===== config.mk =====
export PLATFORM = sky130hd
export DESIGN_NAME = branch_and_bit_op_exec
export DESIGN_NICKNAME = d
export VERILOG_FILES = /design/src/bitop_pkg.sv /design/src/bitop_decode.sv /design/src/branch_and_bit_op_exec.sv
export VERILOG_INCLUDE_DIRS = /design/src
export SDC_FILE = /design/constraint.sdc
export NUM_CORES = 1
export LEC_CHECK = 0
export ABC_AREA = 1
export ABC_CLOCK_PERIOD_IN_PS = 5900
export BUFFER_PORTS_ARGS = -buffer_cell sky130_fd_sc_hd__buf_4
export CAP_MARGIN = 10
export CORE_AREA = 3 3 86 88
export DETAILED_ROUTE_END_ITERATION = 7
export DIE_AREA = 0 0 89 91
export PLACE_DENSITY = 0.84
export SYNTH_ARGS = -nofsm -noshare
export SYNTH_HDL_FRONTEND = slang
export SYNTH_SLANG_ARGS = --single-unit

===== constraint.sdc =====
create_clock -name clock_i -period 5.9 [get_ports clock_i]
set_input_delay 0.885 -clock clock_i [delete_from_list [all_inputs] [get_ports clock_i]]
set_output_delay 0.885 -clock clock_i [all_outputs]
set_load 0.05 [all_outputs]

===== src/bitop_map.svh =====
// Opcode patterns, field positions and cycle counts for the branch and bit-operation slice.
`ifndef BITOP_MAP_SVH
`define BITOP_MAP_SVH
`define OPC_BZC 8'hE1
`define OPC_JMP 5'h1A
`define OPC_BSET 4'h8
`define OPC_TSC 4'hB
`define OPC_TSS 4'hA
`define BIT_IDX_MSB 11
`define BIT_IDX_LSB 9
`define BANK_SEL_BIT 8
`define PHASE_COUNT 2'h3
`define PC_STEP 21'h00_0002
`define PC_RESET 21'h00_0000
`endif


===== src/bitop_pkg.sv =====
// Types shared by the branch and bit-operation slice.
package bitop_pkg;
    typedef enum logic [2:0] {
        OP_NONE = 3'b000,
        OP_BZC = 3'b001,
        OP_JMP = 3'b010,
        OP_BSET = 3'b011,
        OP_TSC = 3'b100,
        OP_TSS = 3'b101
    } op_type;
    typedef struct packed {
        logic [3:0] bank;
        logic [7:0] addr;
    } data_addr_type;
endpackage


===== src/bitop_decode.sv =====
// Instruction word decoder for the branch and bit-operation slice.
`include "bitop_map.svh"
module bitop_decode (
    input wire logic [15:0] instr_i,
    output bitop_pkg::op_type op_o
);
    always_comb
    begin
        if (instr_i[15:8] == `OPC_BZC)
            op_o = bitop_pkg::OP_BZC;
        else if (instr_i[15:11] == `OPC_JMP)
            op_o = bitop_pkg::OP_JMP;
        else if (instr_i[15:12] == `OPC_BSET)
            op_o = bitop_pkg::OP_BSET;
        else if (instr_i[15:12] == `OPC_TSC)
            op_o = bitop_pkg::OP_TSC;
        else if (instr_i[15:12] == `OPC_TSS)
            op_o = bitop_pkg::OP_TSS;
        else
            op_o = bitop_pkg::OP_NONE;
    end
endmodule // bitop_decode


===== src/branch_and_bit_op_exec.sv =====
// Four-phase executor for conditional and relative branches, bit set and bit test with skip.
`include "bitop_map.svh"
module branch_and_bit_op_exec (
    input wire logic clock_i,
    input wire logic reset_i,
    input wire logic [15:0] instr_i,
    input wire logic next_two_word_i,
    input wire logic zero_flag_i,
    input wire logic [3:0] bank_select_register_i,
    input wire logic [7:0] rd_data_i,
    output logic [20:0] pc_o,
    output bitop_pkg::data_addr_type rd_addr_o,
    output bitop_pkg::data_addr_type wr_addr_o,
    output logic [7:0] wr_data_o,
    output logic wr_en_o,
    output logic flush_o,
    output logic [1:0] phase_o
);
    // The flags are only an input; nothing here writes status, so flags stay untouched.
    bitop_pkg::op_type op;
    logic [1:0] phase_reg, phase_next;
    logic [20:0] pc_reg, pc_next;
    logic [1:0] idle_reg, idle_next;
    logic [15:0] ir_reg, ir_next;
    logic [7:0] wdata_reg, wdata_next;
    logic wen_reg, wen_next;
    bitop_pkg::data_addr_type waddr_reg, waddr_next;
    logic bit_val;
    bitop_pkg::data_addr_type ea;
    // Marks an idle cycle that follows a taken branch rather than a skip.
    logic jump_reg, jump_next;

    bitop_decode u_dec (
        .instr_i(ir_reg),
        .op_o(op)
    );

    function automatic logic [20:0] rel_target(input logic [20:0] pc, input logic [20:0] off);
        rel_target = pc + (off << 1);
    endfunction

    function automatic bitop_pkg::data_addr_type eff_addr(input logic [15:0] ir,
                                                         input logic [3:0] bank);
        eff_addr.addr = ir[7:0];
        eff_addr.bank = ir[`BANK_SEL_BIT] ? bank : 4'h0;
    endfunction

    always_comb
    begin
        ea = eff_addr(ir_reg, bank_select_register_i);
        bit_val = rd_data_i[ir_reg[`BIT_IDX_MSB:`BIT_IDX_LSB]];
    end

    // Phase 0 latches the word and bumps the PC, so offsets see PC already advanced.
    always_comb
    begin
        phase_next = phase_reg + 2'h1;
        pc_next = pc_reg;
        idle_next = idle_reg;
        ir_next = ir_reg;
        wdata_next = wdata_reg;
        wen_next = 1'b0;
        waddr_next = waddr_reg;
        jump_next = jump_reg;
        if (phase_reg == 2'h0)
        begin
            if (idle_reg != 2'h0)
            begin
                idle_next = idle_reg - 2'h1;
                ir_next = 16'hFFFF;
            end
            else
            begin
                ir_next = instr_i;
            end
            // A skip steps past the dropped word, but after a branch the PC already holds
            // the target, so that idle cycle must leave it for the next fetch.
            if (!jump_reg)
            begin
                pc_next = pc_reg + `PC_STEP;
            end
            jump_next = 1'b0;
        end
        else if (phase_reg == `PHASE_COUNT && idle_reg == 2'h0 && ir_reg != 16'hFFFF)
        begin
            case (op)
                bitop_pkg::OP_BZC:
                begin
                    if (!zero_flag_i)
                    begin
                        pc_next = rel_target(pc_reg, {{13{ir_reg[7]}}, ir_reg[7:0]});
                        idle_next = 2'h1;
                        jump_next = 1'b1;
                    end
                end
                bitop_pkg::OP_JMP:
                begin
                    pc_next = rel_target(pc_reg, {{10{ir_reg[10]}}, ir_reg[10:0]});
                    idle_next = 2'h1;
                    jump_next = 1'b1;
                end
                bitop_pkg::OP_BSET:
                begin
                    wdata_next = rd_data_i | (8'h01 << ir_reg[`BIT_IDX_MSB:`BIT_IDX_LSB]);
                    waddr_next = ea;
                    wen_next = 1'b1;
                end
                bitop_pkg::OP_TSC, bitop_pkg::OP_TSS:
                begin
                    if (bit_val == (op == bitop_pkg::OP_TSS))
                        idle_next = next_two_word_i ? 2'h2 : 2'h1;
                end
                default:
                begin
                    idle_next = idle_reg;
                end
            endcase
        end
    end

    always_ff @(posedge clock_i or posedge reset_i)
    begin
        if (reset_i)
        begin
            phase_reg <= 2'h0;
            pc_reg <= `PC_RESET;
            idle_reg <= 2'h0;
            ir_reg <= 16'hFFFF;
            wdata_reg <= 8'h00;
            wen_reg <= 1'b0;
            waddr_reg <= '0;
            jump_reg <= 1'b0;
        end
        else
        begin
            phase_reg <= phase_next;
            pc_reg <= pc_next;
            idle_reg <= idle_next;
            ir_reg <= ir_next;
            wdata_reg <= wdata_next;
            wen_reg <= wen_next;
            waddr_reg <= waddr_next;
            jump_reg <= jump_next;
        end
    end

    assign pc_o = pc_reg;
    assign rd_addr_o = ea;
    assign wr_addr_o = waddr_reg;
    assign wr_data_o = wdata_reg;
    assign wr_en_o = wen_reg;
    assign flush_o = (idle_reg != 2'h0);
    assign phase_o = phase_reg;

    // Checks on the executed behaviour.
    jump_target_a: assert property (@(posedge clock_i) disable iff (reset_i)
        (phase_reg == 2'h3 && idle_reg == 2'h0 && ir_reg != 16'hFFFF
         && op == bitop_pkg::OP_JMP)
        |=> pc_reg == $past(pc_reg) + {{9{$past(ir_reg[10])}}, $past(ir_reg[10:0]), 1'b0})
        else $error("Relative jump target wrong.");
    jump_idle_a: assert property (@(posedge clock_i) disable iff (reset_i)
        (phase_reg == 2'h3 && ir_reg != 16'hFFFF && idle_reg == 2'h0
         && op == bitop_pkg::OP_JMP) |=> ##1 ir_reg == 16'hFFFF)
        else $error("Jump did not insert idle cycle.");
    bzc_untaken_a: assert property (@(posedge clock_i) disable iff (reset_i)
        (phase_reg == 2'h3 && ir_reg != 16'hFFFF && idle_reg == 2'h0
         && op == bitop_pkg::OP_BZC && zero_flag_i) |=> $stable(pc_reg) && idle_reg == 2'h0)
        else $error("Untaken branch moved PC.");
    bzc_taken_a: assert property (@(posedge clock_i) disable iff (reset_i)
        (phase_reg == 2'h3 && ir_reg != 16'hFFFF && idle_reg == 2'h0
         && op == bitop_pkg::OP_BZC && !zero_flag_i) |=> idle_reg == 2'h1)
        else $error("Taken branch did not flush.");
    bit_set_a: assert property (@(posedge clock_i) disable iff (reset_i)
        wen_reg |-> wdata_reg[$past(ir_reg[11:9])] == 1'b1)
        else $error("Set bit not written as one.");
    bank_pick_a: assert property (@(posedge clock_i) disable iff (reset_i)
        !ir_reg[8] |-> rd_addr_o.bank == 4'h0)
        else $error("Access bank not used.");
    skip_two_a: assert property (@(posedge clock_i) disable iff (reset_i)
        (phase_reg == 2'h3 && ir_reg != 16'hFFFF && idle_reg == 2'h0
         && (op == bitop_pkg::OP_TSC || op == bitop_pkg::OP_TSS)
         && bit_val == (op == bitop_pkg::OP_TSS) && next_two_word_i) |=> idle_reg == 2'h2)
        else $error("Two-word skip wrong length.");
    noskip_a: assert property (@(posedge clock_i) disable iff (reset_i)
        (phase_reg == 2'h3 && ir_reg != 16'hFFFF && idle_reg == 2'h0
         && op == bitop_pkg::OP_TSC && bit_val) |=> idle_reg == 2'h0)
        else $error("Skip taken on set bit.");
    jump_cov: cover property (@(posedge clock_i) phase_reg == 2'h3 && op == bitop_pkg::OP_JMP);
    set_cov: cover property (@(posedge clock_i) wen_reg);
    skip_cov: cover property (@(posedge clock_i) idle_reg == 2'h2);
    untaken_cov: cover property (@(posedge clock_i) phase_reg == 2'h3 && op == bitop_pkg::OP_BZC
        && zero_flag_i);
    skip_one_cov: cover property (@(posedge clock_i) idle_reg == 2'h1 && !jump_reg);
    target_kept_a: assert property (@(posedge clock_i) disable iff (reset_i)
        (phase_reg == 2'h0 && jump_reg) |=> $stable(pc_reg) && ir_reg == 16'hFFFF)
        else $error("Idle cycle moved branch target.");
    bank_bsr_a: assert property (@(posedge clock_i) disable iff (reset_i)
        (ir_reg[8] && ir_reg != 16'hFFFF) |-> rd_addr_o.bank == bank_select_register_i)
        else $error("Bank select register not used.");
    skip_clear_a: assert property (@(posedge clock_i) disable iff (reset_i)
        (phase_reg == 2'h3 && ir_reg != 16'hFFFF && idle_reg == 2'h0
         && op == bitop_pkg::OP_TSC && !bit_val) |=> idle_reg != 2'h0)
        else $error("Clear bit did not skip.");
    skip_set_a: assert property (@(posedge clock_i) disable iff (reset_i)
        (phase_reg == 2'h3 && ir_reg != 16'hFFFF && idle_reg == 2'h0
         && op == bitop_pkg::OP_TSS && bit_val) |=> idle_reg != 2'h0)
        else $error("Set bit did not skip.");
    set_others_a: assert property (@(posedge clock_i) disable iff (reset_i)
        wen_reg |-> (wdata_reg | (8'h01 << $past(ir_reg[11:9])))
            == ($past(rd_data_i) | (8'h01 << $past(ir_reg[11:9]))))
        else $error("Set changed other bits.");
endmodule // branch_and_bit_op_exec


* Yosys cells after proc, flatten, opt, wreduce, memory -nomap -nowiden
Index checks and enable logic that the tools add are counted.
** Operators by class
- Add/subtract/negate cells :: 5
- $mul :: 0
- Div/mod/pow operators :: 0
- $lt $le $gt $ge :: 1
- Equal/unequal tests :: 17
- Shift-type cells :: 1
- Multiplexer cells :: 28
- Bitwise gates (word level) :: 2
- Reduce and logical (&&, ||, !) cells :: 13
** Operators by type and width (number)
- 21-bit 2-to-1 mux :: 4
- 21-bit adder :: 2
- 21-bit case mux with 2 select lines :: 1
- 21-bit by 2-bit adder with 21-bit output (second input constant) :: 1
- 16-bit 2-to-1 mux :: 1
- 16-bit != test (second input constant) :: 1
- 3-bit 2-to-1 mux :: 5
- 4-bit equality test (second input constant) :: 3
- 2-bit 2-to-1 mux :: 6
- 8-bit equality test (second input constant) :: 1
- 8-bit bitwise OR :: 1
- 1-bit by 3-bit << shifter with 8-bit output (first input constant) :: 1
- 1-bit 2-to-1 mux :: 7
- 3-bit by 2-bit equality test with 1-bit output (second input constant) :: 2
- 3-bit equality test (second input constant) :: 2
- 3-bit != test (second input constant) :: 2
- 2-bit case mux with 3 select lines :: 1
- 3-bit AND reduction :: 2
- 5-bit equality test (second input constant) :: 1
- 5-bit AND reduction :: 1
- 2-bit zero test :: 2
- 3-bit by 4-bit < comparator with 1-bit output (second input constant) :: 1
- 4-bit 2-to-1 mux :: 1
- 2-bit != test (second input constant) :: 2
- 14 further kinds :: 16
** Word-level totals
- Bits in registers :: 63
- Bits in latches :: 0
- Bits in writable memories :: 0
- Bits in read-only memories :: 0
- Input bits :: 32
- Memories kept :: 0

* Depth between registers and ports, before layout
- Word-level depth :: 12
- Mapped depth :: 21
- Gate-level depth less buffers :: 20

* Modules after synthesis
A second synthesis with hierarchy kept.
** Unflattened totals
- Cells, all modules :: 547
- Area total of the unflattened synthesis :: 3955.0 µm²
** Modules (own cells, without submodules)
- branch_and_bit_op_exec :: instances 1, cells each 526, area each 3872.5 µm², sequential area each 1571.5 µm²
- bitop_decode :: instances 1, cells each 21, area each 82.6 µm², sequential area each 0.0 µm²

* Worst setup path before layout
OpenSTA, ideal clock, no wires.
- Kind :: flip-flop to flip-flop
- Start :: register phase_reg[0] (netlist: phase_o[0])
- End :: register pc_reg[5] (netlist: pc_o[5])
- Arrival time :: 2.716 ns
- Path slack :: 3.057 ns
- Cell stages (with the launch flop) :: 14
- Path buffers :: 2
- Period minus slack after synthesis :: 2.843 ns
- Cells stage by stage :: dfrtp_1 > inv_1 > ha_1 > buf_2 > inv_2 > buf_2 > nand2_1 > ha_1 > inv_1 > fa_1 > or2_2 > o21ai_0 > xnor2_1 > o21ai_0
** Between the ends
- Longest elaborated chain between the ends :: 5
** Ends and longest elaborated chain
- from (decl) :: RTL line branch_and_bit_op_exec.sv:21 : logic [1:0] phase_reg, phase_next;
- from (signal assigned) :: RTL line branch_and_bit_op_exec.sv:136 : phase_reg <= phase_next;
- 2-bit equality test (no source line)
- 1-bit logical AND (2 in series) :: RTL line branch_and_bit_op_exec.sv:84 : else if (phase_reg == `PHASE_COUNT && idle_reg == 2'h0 && ir_reg != 16'hFFFF)
- 2-bit nonzero test (no source line)
- 4-bit AND reduction (no source line)
- to (signal assigned) :: RTL line branch_and_bit_op_exec.sv:126 : pc_reg <= `PC_RESET;
- to (signal assigned) :: RTL line branch_and_bit_op_exec.sv:137 : pc_reg <= pc_next;
- to (decl) :: RTL line branch_and_bit_op_exec.sv:22 : logic [20:0] pc_reg, pc_next;
Several ways; a longest one is shown, not always the timed one.
A chain may end at the register's enable or synchronous reset.

* Final worst setup path
Ends and elaborated chain as after synthesis.

==> metrics.txt <==
hold_buf cts=0; mux contribution to synthesized area=0; Slew headroom=0.449; Die ar.=between 0.008 and 0.009 sq mm; Least-Margin Pin Slew=824 ps; Layout Nets=around 650; Distinct cells, synth=41; top_reg_cell synth=dfrtp_1; first-pass GRT wire length=around 17 mm; RSZ-0062 raised after global routing=no; peak supply drop=0.000309 V; max-cap violation count=0; CTS tree=yes; Slew Viols, Final=0; Max Root-Sink Buffers=2; antenna-violating nets left=0; vias in the first global route=3723; most frequent cell after synthesis=nand2_1; synthesized area=around 0.004 sq mm; Worst Setup End Kind=register; area share of the largest cell type after synthesis=0.292; final hold violation count=0; ys async rst share=1.00; die height=slightly above 90 um; sequential share of the synthesized area=0.399; top cells by area in the synthesized netlist=dfrtp_1, nand2_1, dfstp_2, inv_1, nor2_1; post-layout min period=3400 ps; worst r2r src=phase_o[0]$_DFF_PP0_; post-synthesis compound-gate area fraction=0.127; status=completed; r2r worst-path depth=11; grt ovf=0; diodes inserted=0; Vias/cell=between 5 and 6; share of post-route cells with drive strength above 1=0.250; max reg flops=20; adder-cell area share of the yosys netlist=0.0463; starting density of the core=0.587; largest family of logic cells by synthesized area=simple AND/OR/NAND/NOR gates; Mapped Nets=around 580; fin crit share=0.577; Pleak=between 2 and 3 nW; Mapped Cells=roughly 530; design area=around 0.0048 sq mm; I/O pin total=slightly below 90; Horiz. Die Dim=about 90 um; largest net degree at the start of global routing=63; htree depth=3; WL per Instance=roughly 15 um; Worst EP arrival=about 3600 ps; min-delay src=wr_addr_o[10]$_DFFE_PP0P_; num rows=30; fmax=roughly 300 MHz; Layout Skew=~9.3 ps; Synth Area in XOR/XNOR=0.0222; peak fanout along the critical path=28; min-delay worst type=register to register; CTS resizes=0; Yosys reg bits=62; # setup viols final=0; clk root buf=clkbuf_8; First-pass DRT Iterations=4; Setup TNS=0 ps; WL final=approximately 10 mm; R2R Path End=pc_o[5]$_DFFE_PP0P_; hold depth=2; clk slew on worst S/H paths=approximately 70 ps; synth-to-layout area growth=21.3%; Setup Crit Path Kind=register to register; postcts setup bufs=0; DR DRC count=0; initial antenna violation count=0; worst-skew pair later-pin latency=between 300 and 400 ps; routability cong.=0.886; YS warnings=0; Synth top cells by count=nand2_1, inv_1, nor2_1; CTS Buf Count=9; Finished Core Util=0.712; total power per unit cell area=526 mW/mm^2; Post-synth EDFFs=0; PnR Total Power=0.00252 W; dpl hpwl=approximately 7.2 mm; Setup crit start kind=register; DRT iter0 DRCs=around 250; clk sinks=between 60 and 70; worst min-delay path endpoint=wr_addr_o[10]$_DFFE_PP0P_; total track usage=0.259; Yosys top cell by area=dfrtp_1; syn_area_per_cell=approximately 7.4 sq um; post-synthesis simple-gate area fraction=0.297; R2R setup slack=around 2500 ps; DP Area=approximately 0.0045 sq mm; data required time of the worst path=6120 ps; via count=around 3800; port buffer count=87; Core ar.=0.00672 sq mm
worst max-delay path by stage:
| stage | startpoint | end | cells after the start |
|---|---|---|---|
| 3_5_place_dp | phase_o[0]$_DFF_PP0_ | pc_o[5]$_DFFE_PP0P_ | 11 |
| 4_1_cts | phase_o[0]$_DFF_PP0_ | pc_o[5]$_DFFE_PP0P_ | 11 |
| 5_1_grt | phase_o[0]$_DFF_PP0_ | pc_o[5]$_DFFE_PP0P_ | 11 |
| 6_report | phase_o[0]$_DFF_PP0_ | pc_o[5]$_DFFE_PP0P_ | 11 |
| 3_3_place_gp | phase_o[0]$_DFF_PP0_ | pc_o[5]$_DFFE_PP0P_ | 11 |
| 2_1_floorplan | phase_o[0]$_DFF_PP0_ | pc_o[5]$_DFFE_PP0P_ | 13 |
stage by stage:
step / setup slack [ps] / cells / hold WS, ps
floorplan: 3060 / 531 / 453
global placement: 2810 / 675 / 455
detailed placement: 2610 / 675 / 475
CTS: 2550 / 691 / 485
global route: 2290 / 691 / 515
finish: 2500 / 691 / 487
critical path, cell delays in order (launching register included):
cell	delay, ps
dfrtp_1	400
inv_1	90
ha_1	570
inv_2	410
nand2_1	220
ha_1	250
inv_1	70
fa_1	410
or2_2	320
o21ai_0	230
xnor2_1	170
o21ai_0	120
logic make-up after synthesis:
family | count (synthesis)
compound gates | 87
fa+ha+maj | 14
xor+xnor | 10
other cells | 1
buf+inv | 89
flops | 62
simple gates | 268
layer usage:
layer  GRT usage  vias to the layer above  wire [um]
li1            -                     1848          -
met1       0.320                     1725       4160
met2       0.430                      158       4900
met3      0.0590                       29        778
met4       0.103                        0        261
met5           0                        -          0
layout make-up:
class	count	area, sq um
fill	571	1940
clock buffer	13	169
clock inverter	3	90.1
multi-input combinational	380	1940
inverter	64	240
sequential	62	1570
timing repair buffer	89	668
tap	80	100
power breakdown:
| group | switching, W | internal (W) | total, W | leakage, nW |
|---|---|---|---|---|
| Sequential | 0.000110 | 0.000536 | 0.000646 | 0.734 |
| Combinational | 0.000925 | 0.000463 | 0.00139 | 1.72 |
| Clock | 0.000168 | 0.000316 | 0.000483 | 0.130 |
layout by cell type (no fill, tap or decap), types with 2 or more instances in the layout:
cell,synthesis,routed
nor2_1,59,59
o21ai_0,36,36
dfstp_2,16,16
xnor2_1,3,3
nor3_1,7,7
a21oi_1,25,25
nand2_4,4,4
inv_1,60,59
o21bai_1,2,2
bufinv_16,0,3
dfrtp_1,46,46
a31oi_1,4,4
o41ai_1,6,6
o22ai_1,4,4
nor2_2,2,2
xor2_1,7,7
nor2_4,2,2
ha_1,13,13
clkbuf_8,0,12
o21ai_1,3,3
inv_2,4,5
a21oi_2,2,2
nand4_1,6,6
nand3_1,28,28
nor4_1,2,2
buf_4,13,89
nand2_2,15,15
nand2_1,140,140
Power figures use the tool's default switching activity.
